**src/common/agdc_defines.vh**
```
// Constants for the right AGC decay and ADC path configuration bank.
// Assumes an 8-bit register port decoded from the control bus upstream.
`ifndef AGDC_DEFINES_VH
`define AGDC_DEFINES_VH
`define AGDC_OFS_DECAY 8'h6a
`define AGDC_OFS_PATH 8'h6b
`define AGDC_RST_BYTE 8'h00
`define AGDC_DEC_SEL 7
`define AGDC_DEC_BASE_HI 6
`define AGDC_DEC_BASE_LO 5
`define AGDC_DEC_MULT_HI 4
`define AGDC_DEC_MULT_LO 2
`define AGDC_PATH_HPL 7
`define AGDC_PATH_HPR 6
`define AGDC_PATH_MIC_HI 5
`define AGDC_PATH_MIC_LO 4
`define AGDC_PATH_PF 3
`define AGDC_PATH_DET_OFF 2
`define AGDC_PATH_ERR 0
// Path bits that a write may store; bits 1:0 are read-only
`define AGDC_PATH_WR_MASK 8'hfc
// Decay times in ms
`define AGDC_BASE0_MS 16'h0032
`define AGDC_BASE1_MS 16'h0096
`define AGDC_BASE2_MS 16'h00fa
`define AGDC_BASE3_MS 16'h015e
// Caps in ms per codec clock ratio code (ratio*2-2)
`define AGDC_CAP_R1_MS 16'h0fa0
`define AGDC_CAP_R15_MS 16'h15e0
`define AGDC_CAP_R2_MS 16'h1f40
`define AGDC_CAP_R25_MS 16'h2580
`define AGDC_CAP_R3_MS 16'h2bc0
`define AGDC_CAP_R4_MS 16'h3e80
`define AGDC_CAP_R5_MS 16'h4b00
`define AGDC_CAP_R55_MS 16'h5780
`endif

```
**src/rtl/agdc_config_bank.v**
```verilog
// Register bank: right AGC decay time select and ADC path / bus condition.
// Assumes the control-bus slave presents byte reads and writes on sys_clk_i,
// and that the bus-error event arrives from the same clock domain.
// Legacy decay, clock ratio and DAC power levels come from logic on the
// same clock, so no synchroniser stands in front of them.
// All outputs are flops; configuration outputs lag a write by two edges.
// Notes on behaviour
// - Select bit 0 uses legacy decay time, 1 uses baseline times multiplier.
// - Baseline code picks 50, 150, 250 or 350 ms.
// - Multiplier code scales baseline by two to the power of code.
// - Effective decay is capped by the codec clock ratio, 4 s to 22.4 s.
// - Left high-pass uses programmable coefficients when its select bit is set.
// - Right high-pass uses programmable coefficients when its select bit is set.
// - Two-bit field sets digital or analog microphone per channel.
// - Programmable filter joins ADC output only if set and both DACs off.
// - Detector bit 0 enables bus error detection, 1 disables it.
// - Error status bit reads 1 once a bus error was detected.
// - Reading the path register clears the error status bit.
`timescale 1ns/100ps
`include "agdc_defines.vh"
module agdc_config_bank (
  input wire sys_clk_i,
  input wire srst_i,
  input wire reg_wr_i,
  input wire reg_rd_i,
  input wire [7:0] reg_addr_i,
  input wire [7:0] reg_wdata_i,
  input wire [15:0] legacy_decay_ms_i,
  input wire [3:0] codec_clock_ratio_i,
  input wire dac_l_pwr_i,
  input wire dac_r_pwr_i,
  input wire bus_err_evt_i,
  output reg [7:0] reg_rdata_o,
  output reg [23:0] decay_ms_o,
  output reg hpf_l_prog_o,
  output reg hpf_r_prog_o,
  output reg mic_l_analog_o,
  output reg mic_r_analog_o,
  output reg prog_filt_adc_o,
  output reg bus_det_en_o,
  output reg bus_err_clr_o
);
  reg [7:0] decay_r;
  reg [7:0] path_r;
  reg err_r;
  reg err_nxt;
  reg pf_nxt;
  reg [7:0] rdata_nxt;
  reg [15:0] base_ms;
  reg [23:0] raw_ms;
  reg [23:0] cap_ms;
  reg [23:0] eff_ms;
  wire wr_decay;
  wire wr_path;
  wire rd_decay;
  wire rd_path;
  wire err_set;
  wire dec_sel;
  wire [1:0] dec_base;
  wire [2:0] dec_mult;
  wire path_hpl;
  wire path_hpr;
  wire path_mic_l;
  wire path_mic_r;
  wire path_pf;
  wire path_det_off;
  wire dacs_down;
  wire [7:0] path_wr_val;

  // Address decode of the two registers
  assign wr_decay = reg_wr_i && (reg_addr_i == `AGDC_OFS_DECAY);
  assign wr_path = reg_wr_i && (reg_addr_i == `AGDC_OFS_PATH);
  assign rd_decay = reg_rd_i && (reg_addr_i == `AGDC_OFS_DECAY);
  assign rd_path = reg_rd_i && (reg_addr_i == `AGDC_OFS_PATH);

  // Decay register field views
  assign dec_sel = decay_r[`AGDC_DEC_SEL];
  assign dec_base = decay_r[`AGDC_DEC_BASE_HI:`AGDC_DEC_BASE_LO];
  assign dec_mult = decay_r[`AGDC_DEC_MULT_HI:`AGDC_DEC_MULT_LO];

  // Path register field views
  assign path_hpl = path_r[`AGDC_PATH_HPL];
  assign path_hpr = path_r[`AGDC_PATH_HPR];
  assign path_mic_l = path_r[`AGDC_PATH_MIC_HI];
  assign path_mic_r = path_r[`AGDC_PATH_MIC_LO];
  assign path_pf = path_r[`AGDC_PATH_PF];
  assign path_det_off = path_r[`AGDC_PATH_DET_OFF];

  // Both DACs powered down
  assign dacs_down = !dac_l_pwr_i && !dac_r_pwr_i;

  assign path_wr_val = reg_wdata_i & `AGDC_PATH_WR_MASK;

  assign err_set = bus_err_evt_i && !path_det_off;

  // Decay register storage
  always @(posedge sys_clk_i) begin
    if (srst_i) begin
      decay_r <= `AGDC_RST_BYTE;
    end else if (wr_decay) begin
      decay_r <= reg_wdata_i;
    end
  end

  // Path register storage
  always @(posedge sys_clk_i) begin
    if (srst_i) begin
      path_r <= `AGDC_RST_BYTE;
    end else if (wr_path) begin
      path_r <= path_wr_val;
    end
  end

  // Sticky error next state, set wins over read clear
  always @* begin
    err_nxt = err_r;
    if (err_set) begin
      err_nxt = 1'b1;
    end else if (rd_path) begin
      err_nxt = 1'b0;
    end
  end

  // Error status flop
  always @(posedge sys_clk_i) begin
    if (srst_i) begin
      err_r <= 1'b0;
    end else begin
      err_r <= err_nxt;
    end
  end

  // Baseline decay lookup
  always @* begin
    case (dec_base)
      2'b00: base_ms = `AGDC_BASE0_MS;
      2'b01: base_ms = `AGDC_BASE1_MS;
      2'b10: base_ms = `AGDC_BASE2_MS;
      default: base_ms = `AGDC_BASE3_MS;
    endcase
  end

  // Cap per ratio code: 0=1, 1=1.5 ... 4 and 5=3, 6 and 7=4, 8=5, 9 and above=5.5
  always @* begin
    case (codec_clock_ratio_i)
      4'h0: cap_ms = {8'h00, `AGDC_CAP_R1_MS};
      4'h1: cap_ms = {8'h00, `AGDC_CAP_R15_MS};
      4'h2: cap_ms = {8'h00, `AGDC_CAP_R2_MS};
      4'h3: cap_ms = {8'h00, `AGDC_CAP_R25_MS};
      4'h4: cap_ms = {8'h00, `AGDC_CAP_R3_MS};
      4'h5: cap_ms = {8'h00, `AGDC_CAP_R3_MS};
      4'h6: cap_ms = {8'h00, `AGDC_CAP_R4_MS};
      4'h7: cap_ms = {8'h00, `AGDC_CAP_R4_MS};
      4'h8: cap_ms = {8'h00, `AGDC_CAP_R5_MS};
      default: cap_ms = {8'h00, `AGDC_CAP_R55_MS};
    endcase
  end

  // Decay source and power-of-two scaling
  always @* begin
    raw_ms = {8'h00, base_ms} << dec_mult;
    if (!dec_sel) begin
      raw_ms = {8'h00, legacy_decay_ms_i};
    end
  end

  // Cap applied to either source
  always @* begin
    if (raw_ms > cap_ms) begin
      eff_ms = cap_ms;
    end else begin
      eff_ms = raw_ms;
    end
  end

  // Programmable filter path gate
  always @* begin
    pf_nxt = 1'b0;
    if (path_pf && dacs_down) begin
      pf_nxt = 1'b1;
    end
  end

  // Read data select, unmapped reads give zero
  always @* begin
    rdata_nxt = `AGDC_RST_BYTE;
    if (rd_decay) begin
      rdata_nxt = decay_r;
    end else if (rd_path) begin
      rdata_nxt = {path_r[7:1], err_r};
    end
  end

  // Read data flop, holds until the next read
  always @(posedge sys_clk_i) begin
    if (srst_i) begin
      // Idle read value
      reg_rdata_o <= `AGDC_RST_BYTE;
    end else if (reg_rd_i) begin
      reg_rdata_o <= rdata_nxt;
    end
  end

  // Effective decay time flop
  always @(posedge sys_clk_i) begin
    if (srst_i) begin
      // Zero until the first update
      decay_ms_o <= 24'h00_0000;
    end else begin
      decay_ms_o <= eff_ms;
    end
  end

  // Left coefficient select flop
  always @(posedge sys_clk_i) begin
    if (srst_i) begin
      // Default coefficients
      hpf_l_prog_o <= 1'b0;
    end else begin
      hpf_l_prog_o <= path_hpl;
    end
  end

  // Right coefficient select flop
  always @(posedge sys_clk_i) begin
    if (srst_i) begin
      // Default coefficients
      hpf_r_prog_o <= 1'b0;
    end else begin
      hpf_r_prog_o <= path_hpr;
    end
  end

  // Left microphone type flop
  always @(posedge sys_clk_i) begin
    if (srst_i) begin
      // Digital microphone
      mic_l_analog_o <= 1'b0;
    end else begin
      mic_l_analog_o <= path_mic_l;
    end
  end

  // Right microphone type flop
  always @(posedge sys_clk_i) begin
    if (srst_i) begin
      // Digital microphone
      mic_r_analog_o <= 1'b0;
    end else begin
      mic_r_analog_o <= path_mic_r;
    end
  end

  // Programmable filter path flop
  always @(posedge sys_clk_i) begin
    if (srst_i) begin
      // High-pass only
      prog_filt_adc_o <= 1'b0;
    end else begin
      prog_filt_adc_o <= pf_nxt;
    end
  end

  // Bus error detector enable flop
  always @(posedge sys_clk_i) begin
    if (srst_i) begin
      // Detector on after reset
      bus_det_en_o <= 1'b1;
    end else begin
      bus_det_en_o <= !path_det_off;
    end
  end

  // Bus error clear pulse flop
  always @(posedge sys_clk_i) begin
    if (srst_i) begin
      // No clear pending
      bus_err_clr_o <= 1'b0;
    end else begin
      bus_err_clr_o <= err_set;
    end
  end
endmodule

```
**config.mk**
```make
export PLATFORM = sky130hd
export DESIGN_NAME = agdc_config_bank
export DESIGN_NICKNAME = d
export VERILOG_FILES = /design/src/rtl/agdc_config_bank.v
export VERILOG_INCLUDE_DIRS = /design/src /design/src/common
export SDC_FILE = /design/constraint.sdc
export NUM_CORES = 1
export LEC_CHECK = 0
export BUFFER_PORTS_ARGS = -buffer_cell sky130_fd_sc_hd__clkbuf_2
export CAP_MARGIN = 25
export CORE_MARGIN = 1.5
export CORE_UTILIZATION = 55
export DETAILED_ROUTE_END_ITERATION = 10
export GPL_ROUTABILITY_DRIVEN = 0
export PLACE_DENSITY = 0.82
export REMOVE_ABC_BUFFERS = 1
export SLEW_MARGIN = 20
export SYNTH_ARGS = -nofsm -noshare
export SYNTH_HDL_FRONTEND = slang
export SYNTH_SLANG_ARGS = --single-unit
```
**constraint.sdc**
```tcl
create_clock -name sys_clk_i -period 4.91 [get_ports sys_clk_i]
set_input_delay 0.7365 -clock sys_clk_i [delete_from_list [all_inputs] [get_ports sys_clk_i]]
set_output_delay 0.7365 -clock sys_clk_i [all_outputs]
set_load 0.01 [all_outputs]
```
# Yosys cells after proc, flatten, opt, wreduce, memory -nomap -nowiden
# Memory sizes are Yosys's and may differ from the RTL's.
# Cells that the tools add are included.
# classes
n_reduce_logical	12
n_mux	8
magnitude_cmp	1
n_shift	1
n_eq_ne	4
# op_table
cell	n
24-bit 2-to-1 mux	2
9-bit one-hot mux with 3 select lines	1
24-bit greater-than comparator	1
16-bit by 3-bit left shift with 24-bit output	1
8-bit by 7-bit equality test with 1-bit output (second input constant)	2
8-bit 2-to-1 mux	2
1-bit logical AND	7
1-bit logical NOT	3
1-bit 2-to-1 mux	3
2-bit by 1-bit equality test with 1-bit output (second input constant)	1
2-bit equality test (second input constant)	1
2-bit logical NOT	1
2-bit nonzero test	1
# word_totals
memories	1
register_bits	54
mem_bits_ro	160
output_inout_bits	39
# mem_list
memory	words	width	read_ports	rd_ports_with_merged_regs	write_ports	line	rtl
(no name shown)	16	10	1	0	0	agdc_config_bank.v:145	case (codec_clock_ratio_i)

# Depth between registers and ports, before layout
# Gate-level depths: netlist of the first run.
# logic_depth
ltp_word	6
ltp_mapped	15
depth_no_buf	14

# Least setup slack after synthesis of the first run
# Ideal clock, no wire load.
# synth_path
path_type	reg-to-reg
start	reg decay_r[5]
end	reg decay_ms_o[0]
period_less_slack_ps	3050
setup_time_ps	87
arrival_ps	2963
t_required_ps	4823
path_buffers	1
setup_slack_ps	1860
path_stages_with_launch	15
path_cell_list	dfxtp_1 -> inv_1 -> ha_1 -> mux4_2 -> nand2_1 -> o21a_1 -> inv_1 -> ha_1 -> and3_1 -> nand3_1 -> a2111oi_2 -> and3_1 -> buf_2 -> nor2_2 -> nor4b_2
# synth_between
elab_chain_cells	6
word_cells_on_any_way	8
cone_classes	order compare (1); eq/ne (2); shift (1); mux (3); reduce/logical (1)
# synth_rtl
element	line	rtl
start, declared	agdc_config_bank.v:43	reg [7:0] decay_r;
start signal, assigned	agdc_config_bank.v:99	decay_r <= `AGDC_RST_BYTE;
start signal, assigned	agdc_config_bank.v:101	decay_r <= reg_wdata_i;
2-bit equality test (tied with other cells)	agdc_config_bank.v:135	case (dec_base)
9-bit one-hot mux with 3 select lines *	agdc_config_bank.v:135	
16-bit by 3-bit left shift with 24-bit output *	agdc_config_bank.v:161	raw_ms = {8'h00, base_ms} << dec_mult;
24-bit 2-to-1 mux *	agdc_config_bank.v:162	if (!dec_sel) begin
24-bit greater-than comparator	agdc_config_bank.v:169	if (raw_ms > cap_ms) begin
24-bit 2-to-1 mux *	agdc_config_bank.v:169	
end signal, assigned	agdc_config_bank.v:210	decay_ms_o <= eff_ms;
end, declared	agdc_config_bank.v:34	output reg [23:0] decay_ms_o,
# Mark *: on every way between the ends. The rest lies on a longest branch, timed or not.
# A chain may end at the register's enable or synchronous reset.

# Worst setup path in the final report of the first run
# layout_path
start	reg decay_r[6]
end	reg decay_ms_o[1]
# The elaborated chain is that of the path after synthesis.

==> results_dict.tcl, run 1 <==
set metrics [dict create \
    status "complete, no violations" \
    final_core_util 0.6770 \
    r2r-end "decay_ms_o[1]" \
    tightest_slew_ps 587.8 \
    clk_pin_slew_ps 80 \
    dieArea_um2 5167 \
    arrival_ps 3680 \
    antenna_cells 0 \
    routed_wl_um 6183 \
    start_util 0.5833 \
    drt-met1-wl_um 2774 \
    startpoint "decay_r[6]" \
    antenna_left 0 \
    power_uw 711.2 \
    hold_viol_final 0 \
    cts_setup_buffers 0 \
    rr_startpoint "decay_r[6]" \
    syn_area_um2 2610 \
    grt_pass1_wl_um 10050 \
    rsz0062_at_grt "no" \
    clock_insertion_delay_worst_skew_ps 300 \
    endpoint "decay_ms_o[1]" \
    overflow 0 \
    wl_per_cell_um 14.72 \
    wl_met3_um 394 \
    clk_path_buf_depth 2 \
    drv_slew 0 \
    die_h_um 71.89 \
    yosysMostFrequentCell "dfxtp_1" \
    vias 2401 \
    post_cts_resized 0 \
    postSynthCellCount 302 \
    cts_sinks 46 \
    cp_max_fo 9 \
    critPathCaptureType "flop" \
    highest_layer "met4" \
    fin_nets 429 \
    netlist-cell-type-count 56 \
    drive_gt1_frac 0.2609 \
    finalCritPeriodShare 0.7074 \
    whs_ps 440.0 \
    viasPerCell 5.717 \
    yosysTopAreaCell "dfxtp_1" \
    numPortBuffers 73 \
    ys_seq_area_frac 0.3528 \
    first_pass_iters 4 \
    num_rows 24 \
    slew_headroom 0.6077 \
    cap_violations 0 \
    ys_seq_elements 46 \
    peakVddDrop_mv 0.1179 \
    cts_inserted_buffers 5 \
    area_growth_pct 16.06 \
    cp.required_ps 5120 \
    root_buffer "clkbuf_8" \
    drt_iter0_drc 153 \
    finalSetupViolCount 0 \
    drcViolationCount 0 \
    cellPowerDensity_nw_per_um2 234.8 \
    synth_area_leaders "dfxtp_1 35%, mux2i_1 8.8%, ha_1 8.6%" \
    yosysWarnings 0 \
    synth_flop_cell "dfxtp_1" \
    startpoint_type "flop" \
    syn_area_per_cell_um2 8.642 \
    ys_top_cells_by_count "46 x dfxtp_1, 40 x nor2_1, 26 x a21oi_1, 23 x mux2i_1, 18 x ha_1" \
    ioPinCount 82 \
    final_cells 420 \
    async_flop_share 0 \
    hold_class "reg -> reg" \
    synth_top_area_share 0.3528 \
    grt.total_usage 0.2515 \
    core_area_um2 4474 \
    synth_edf_count 0 \
    skew_ps 4.741 \
    grt_max_degree 27 \
    post-route-min-period_ps 3474 \
    r2r_slack_ps 1440 \
    die_x_um 71.89 \
    fin_tns_setup_ps 0 \
    critPathKind "reg -> reg" \
    p_leak_uw 0.001372 \
    cts_max_level 2 \
    fmaxAchievable_mhz 287.9 \
    grt_pass1_vias 2224 \
    wl_met2_um 2909 \
    cts_tree "done" \
    r2r_cells 13 \
    dpl.cell_count 413 \
    antenna_found_initial 0 \
    cts_hold_buffers 0 \
    dp_hpwl_um 4915 \
]
==> flip-flops by register name, summed over array words and instances, names as in the netlist <==
| signal | count |
|---|---|
| decay_ms_o | 16 |
| path_r | 6 |
| bus_det_en_o | 1 |
| bus_err_clr_o | 1 |
| hpf_l_prog_o | 1 |
| prog_filt_adc_o | 1 |
| mic_r_analog_o | 1 |
| decay_r | 8 |
| hpf_r_prog_o | 1 |
| reg_rdata_o | 8 |
| mic_l_analog_o | 1 |
| err_r | 1 |
==> worst max-delay path, cell delays in order (launching register included) <==
cell and delay (ps):
dfxtp_1 500, inv_1 120, ha_1 310, mux4_2 480, nand2_1 80, o21a_1 140, inv_1 50, ha_1 260
and3_1 150, nand3_1 110, a2111oi_2 390, and3_1 380, nor2_2 150, nor3_1 240
==> kinds of logic (layout without fill, tap and decap cells) <==
kind of cell | after synthesis | in the layout | share of synthesized area
compound gates | 66 | 66 | 0.1707
fa+ha+maj | 18 | 18 | 0.08629
buf+inv | 40 | 98 | 0.07478
flops | 46 | 46 | 0.3528
mux | 26 | 26 | 0.1055
other cells | 1 | 9 | 0.001437
simple gates | 105 | 105 | 0.2085
==> worst min-delay path by stage <==
stage,cells past startpoint,slack (ps),endpoint,start
floorplan,1,380,bus_det_en_o,path_r[2]
global placement,1,410,bus_det_en_o,path_r[2]
detailed placement,1,420,bus_det_en_o,path_r[2]
CTS,1,440,bus_det_en_o,path_r[2]
global route,1,470,bus_det_en_o,path_r[2]
finish,1,440,bus_det_en_o,path_r[2]
==> power by group <==
part / leakage, uW / switching (uW) / internal (uW)
clock network: 0.0000438 / 119 / 95.5
registers: 0.000375 / 3.40 / 384
logic: 0.000954 / 62.9 / 46.8
==> final cells by class <==
class	count	area, um^2
inverter	16	60.06
tap	52	65.06
fill	379	1445
sequential	46	920.9
clock inverter	2	10.01
timing repair buffer	75	380.4
multi-input combinational	224	1524
clock buffer	5	68.82
==> metal layers <==
layer / vias to the layer above / global-route usage
li1: 1187 / -
met1: 1097 / 0.3281
met2: 107 / 0.4126
met3: 10 / 0.04923
met4: 0 / 0.09434
met5: - / 0
==> through the flow <==
| step | worst slack [ps] | cell area [um^2] |
|---|---|---|
| 2_1_floorplan | 1847 | 2505 |
| 3_3_place_gp | 1575 | 2950 |
| 3_5_place_dp | 1502 | 2950 |
| 4_1_cts | 1466 | 3029 |
| 5_1_grt | 1134 | 3029 |
| 6_report | 1436 | 3029 |
==> layout by cell type (no fill, tap or decap), types with 3 or more instances in the layout <==
| cell type | Yosys | layout |
|---|---|---|
| clkbuf_2 | 0 | 73 |
| mux2i_1 | 23 | 23 |
| o31ai_1 | 5 | 5 |
| inv_1 | 13 | 13 |
| o21ai_0 | 5 | 5 |
| clkbuf_8 | 0 | 5 |
| a21oi_1 | 26 | 26 |
| ha_1 | 18 | 18 |
| o22ai_1 | 4 | 4 |
| nor2_1 | 40 | 40 |
| nand3_1 | 3 | 3 |
| nand2b_1 | 3 | 3 |
| inv_2 | 3 | 3 |
| nor2b_1 | 10 | 10 |
| conb_1 | 1 | 9 |
| o211ai_1 | 3 | 3 |
| o21a_1 | 4 | 4 |
| dfxtp_1 | 46 | 46 |
| and3_1 | 5 | 5 |
| nor3_1 | 8 | 8 |
| nand2_1 | 14 | 14 |
Note: power is estimated with default switching activity, not from simulation.
==> inputs of run 2 (changes only) <==
- ABC_AREA: unset -> 1
- CORE_UTILIZATION: 55 -> 51
- PLACE_DENSITY: 0.82 -> 0.77
- clock period: 4.91 -> 3.3 ns (I/O delays scaled with it)
==> results_dict.tcl, run 2 <==
set metrics [dict create \
    grt.total_usage 0.2330 \
    drv_slew 0 \
    intPower_uw 790.5 \
    multi_input_area_um2 1383 \
    fmaxAchievable_mhz 343.2 \
    dieArea_um2 5612 \
    hold_depth 2 \
    viasPerCell 4.836 \
    post-route-min-period_ps 2913 \
    clock_insertion_delay_worst_skew_ps 310 \
    numPortBuffers 73 \
    async_flop_share 0 \
    syn_area_um2 2638 \
    postSynthCellCount 393 \
    yosysTopAreaCell "dfxtp_1" \
    synth_edf_count 0 \
    grt_max_degree 24 \
    wl_per_cell_um 11.57 \
    antenna_cells 0 \
    antenna_left 0 \
    syn_area_per_cell_um2 6.711 \
    hold_class "in -> reg" \
    p_sw_uw 321.0 \
    cp_slowest_cell "dfxtp_1" \
    routed_wl_um 6133 \
    cp.required_ps 3550 \
    ioPinCount 82 \
    cp_max_fo 22 \
    whs_ps 332.0 \
    combPwrFrac 0.152 \
    area_growth_pct 16.75 \
    synth_flop_cell "dfxtp_1" \
    status "complete, no violations" \
    seq_power_share 0.518 \
    critPathCaptureType "flop" \
    finalSetupViolCount 0 \
    startpoint "decay_r[5]" \
    regMostFlops "decay_ms_o" \
    pwr-share-clk 0.330 \
    critical-path-max-stage-delay_ps 430 \
    die_h_um 74.92 \
    cts_tree "done" \
    synth_top_area_share 0.3491 \
    final_cell_mix "94 x nand2_1, 73 x clkbuf_2, 55 x inv_1, 53 x nor2_1, 46 x dfxtp_1" \
    slew_headroom 0.6118 \
    crit_path_cell_trace "inv_1 -> ha_1 -> o21ai_0 -> nand2_1 -> o21ai_0 -> nand2_1 -> nand3b_1 -> inv_1 -> ha_1 -> nand2_1 -> nor2_1 -> nand4_1 -> nor2_1 -> nand2_1 -> nand2_4 -> nand2_1 -> a21oi_1" \
    seq_area_um2 920.9 \
    critPathKind "reg -> reg" \
    ys_top_cells_by_count "94 x nand2_1, 55 x inv_1, 53 x nor2_1, 46 x dfxtp_1, 28 x a21oi_1" \
    start_util 0.5440 \
    clk_pin_slew_ps 100 \
    grt_pass1_vias 2282 \
    top_regs "decay_ms_o x16, decay_r x8, reg_rdata_o x8" \
    first_pass_iters 4 \
    cts_hold_buffers 0 \
    root_buffer "clkbuf_8" \
    rr_startpoint "decay_r[5]" \
    grt_pass1_wl_um 10010 \
    p_leak_uw 0.001628 \
    startpoint_type "flop" \
    rsz0062_at_grt "no" \
    crit_path_frequent_cell "nand2_1" \
    drt_iter0_drc 140 \
    tightest_slew_ps 580.2 \
    fillers 457 \
    hold_viol_final 0 \
    cts_inserted_buffers 5 \
    min_from "dac_l_pwr_i" \
    clk_path_buf_depth 2 \
    dp_hpwl_um 4769 \
    cp_num_cells 17 \
    netlist-cell-type-count 31 \
    largest_reg_flops 16 \
    ys_seq_area_frac 0.3491 \
    synth_area_leaders "dfxtp_1 35%, nand2_1 13%, ha_1 8.5%" \
    overflow 0 \
    cellPowerDensity_nw_per_um2 361.0 \
    skew_ps 7.817 \
    layout_commonest_cell "nand2_1" \
    antenna_found_initial 0 \
    yosysMostFrequentCell "nand2_1" \
    cts_setup_buffers 0 \
    finalCritPeriodShare 0.8828 \
    arrival_ps 3160 \
    r2r_cells 17 \
    peakVddDrop_mv 0.2635 \
    yosysWarnings 0 \
    vias 2563 \
    fin_nets 523 \
    swShare 0.2888 \
    fin_tns_setup_ps 0 \
    cts_max_level 2 \
    core_area_um2 4848 \
    drive_gt1_frac 0.1987 \
    cap_violations 0 \
    crit_family "simple AND/OR/NAND/NOR gates" \
    cts_sinks 46 \
    num_rows 25 \
    ys_seq_elements 46 \
    drcViolationCount 0 \
    cp_num_buf_inv 2 \
    die_x_um 74.92 \
]
[run 2: logic make-up (layout without fill, tap and decap cells)]
group	Yosys count	count (layout)	share of synthesized area
other	1	9	0.001422
DFF	46	46	0.3491
and+or+nand+nor	181	181	0.2818
adders and majority gates	18	18	0.08539
buffers and inverters	80	142	0.1399
muxes	1	1	0.003795
AOI/OAI and AO/OA	66	66	0.1385
[run 2: area by class of cell]
| type | instances | area share |
|---|---|---|
| clock inverter | 3 | 0.008127 |
| sequential | 46 | 0.2991 |
| timing repair buffer | 74 | 0.1211 |
| multi-input combinational | 275 | 0.4490 |
| inverter | 60 | 0.07314 |
| tap | 67 | 0.02722 |
| clock buffer | 5 | 0.02235 |
[run 2: final timing paths]
kind                                   endpoint  slack, ps
worst max-delay path              decay_ms_o[3]        390
worst min-delay path            prog_filt_adc_o        330
worst max register to register    decay_ms_o[3]        390
worst min register to register     bus_det_en_o        400
[run 2: worst register-to-register path, cell delays in order (launching register included)]
cell and delay, ps:
dfxtp_1 430, inv_1 110, ha_1 250, o21ai_0 170, nand2_1 80, o21ai_0 270, nand2_1 90, nand3b_1 150
inv_1 60, ha_1 290, nand2_1 50, nor2_1 110, nand4_1 110, nor2_1 110, nand2_1 90, nand2_4 210
nand2_1 150, a21oi_1 130
[run 2: stage by stage]
step                      setup WS [ps]  std cells  total power, uW  utilization  cell area, um^2
after global placement            407.2        522            752.2       0.6147             2980
after CTS                         304.4        530             1120       0.6341             3074
final                             386.6        530             1112       0.6351             3079
after floorplan                   742.3        381            686.7            -             2524
after global routing              49.12        530             1172       0.6351             3079
after detailed placement          341.6        522            755.2       0.6147             2980
[run 2: power by group through the flow]
stage	Combinational, uW	Clock [uW]	Sequential, uW
after floorplan	89.6	0	597
after global placement	163	0	589
after detailed placement	166	0	589
after CTS	168	377	576
after global routing	194	400	578
final	169	367	576
[run 2: metal layers]
metal  share of wire  GRT usage  wire length (um)
met3           0.068    0.04418               416
met1            0.47     0.3135              2878
met2            0.45     0.3825              2760
met5               0          0                 0
met4           0.013    0.06465                77
[run 2: what timing repair did]
item | 4_1_cts | 5_1_grt
setup endpoints to repair | 0 | 12
gates resized for setup | 0 | 1
hold endpoints to repair | 0 | 0
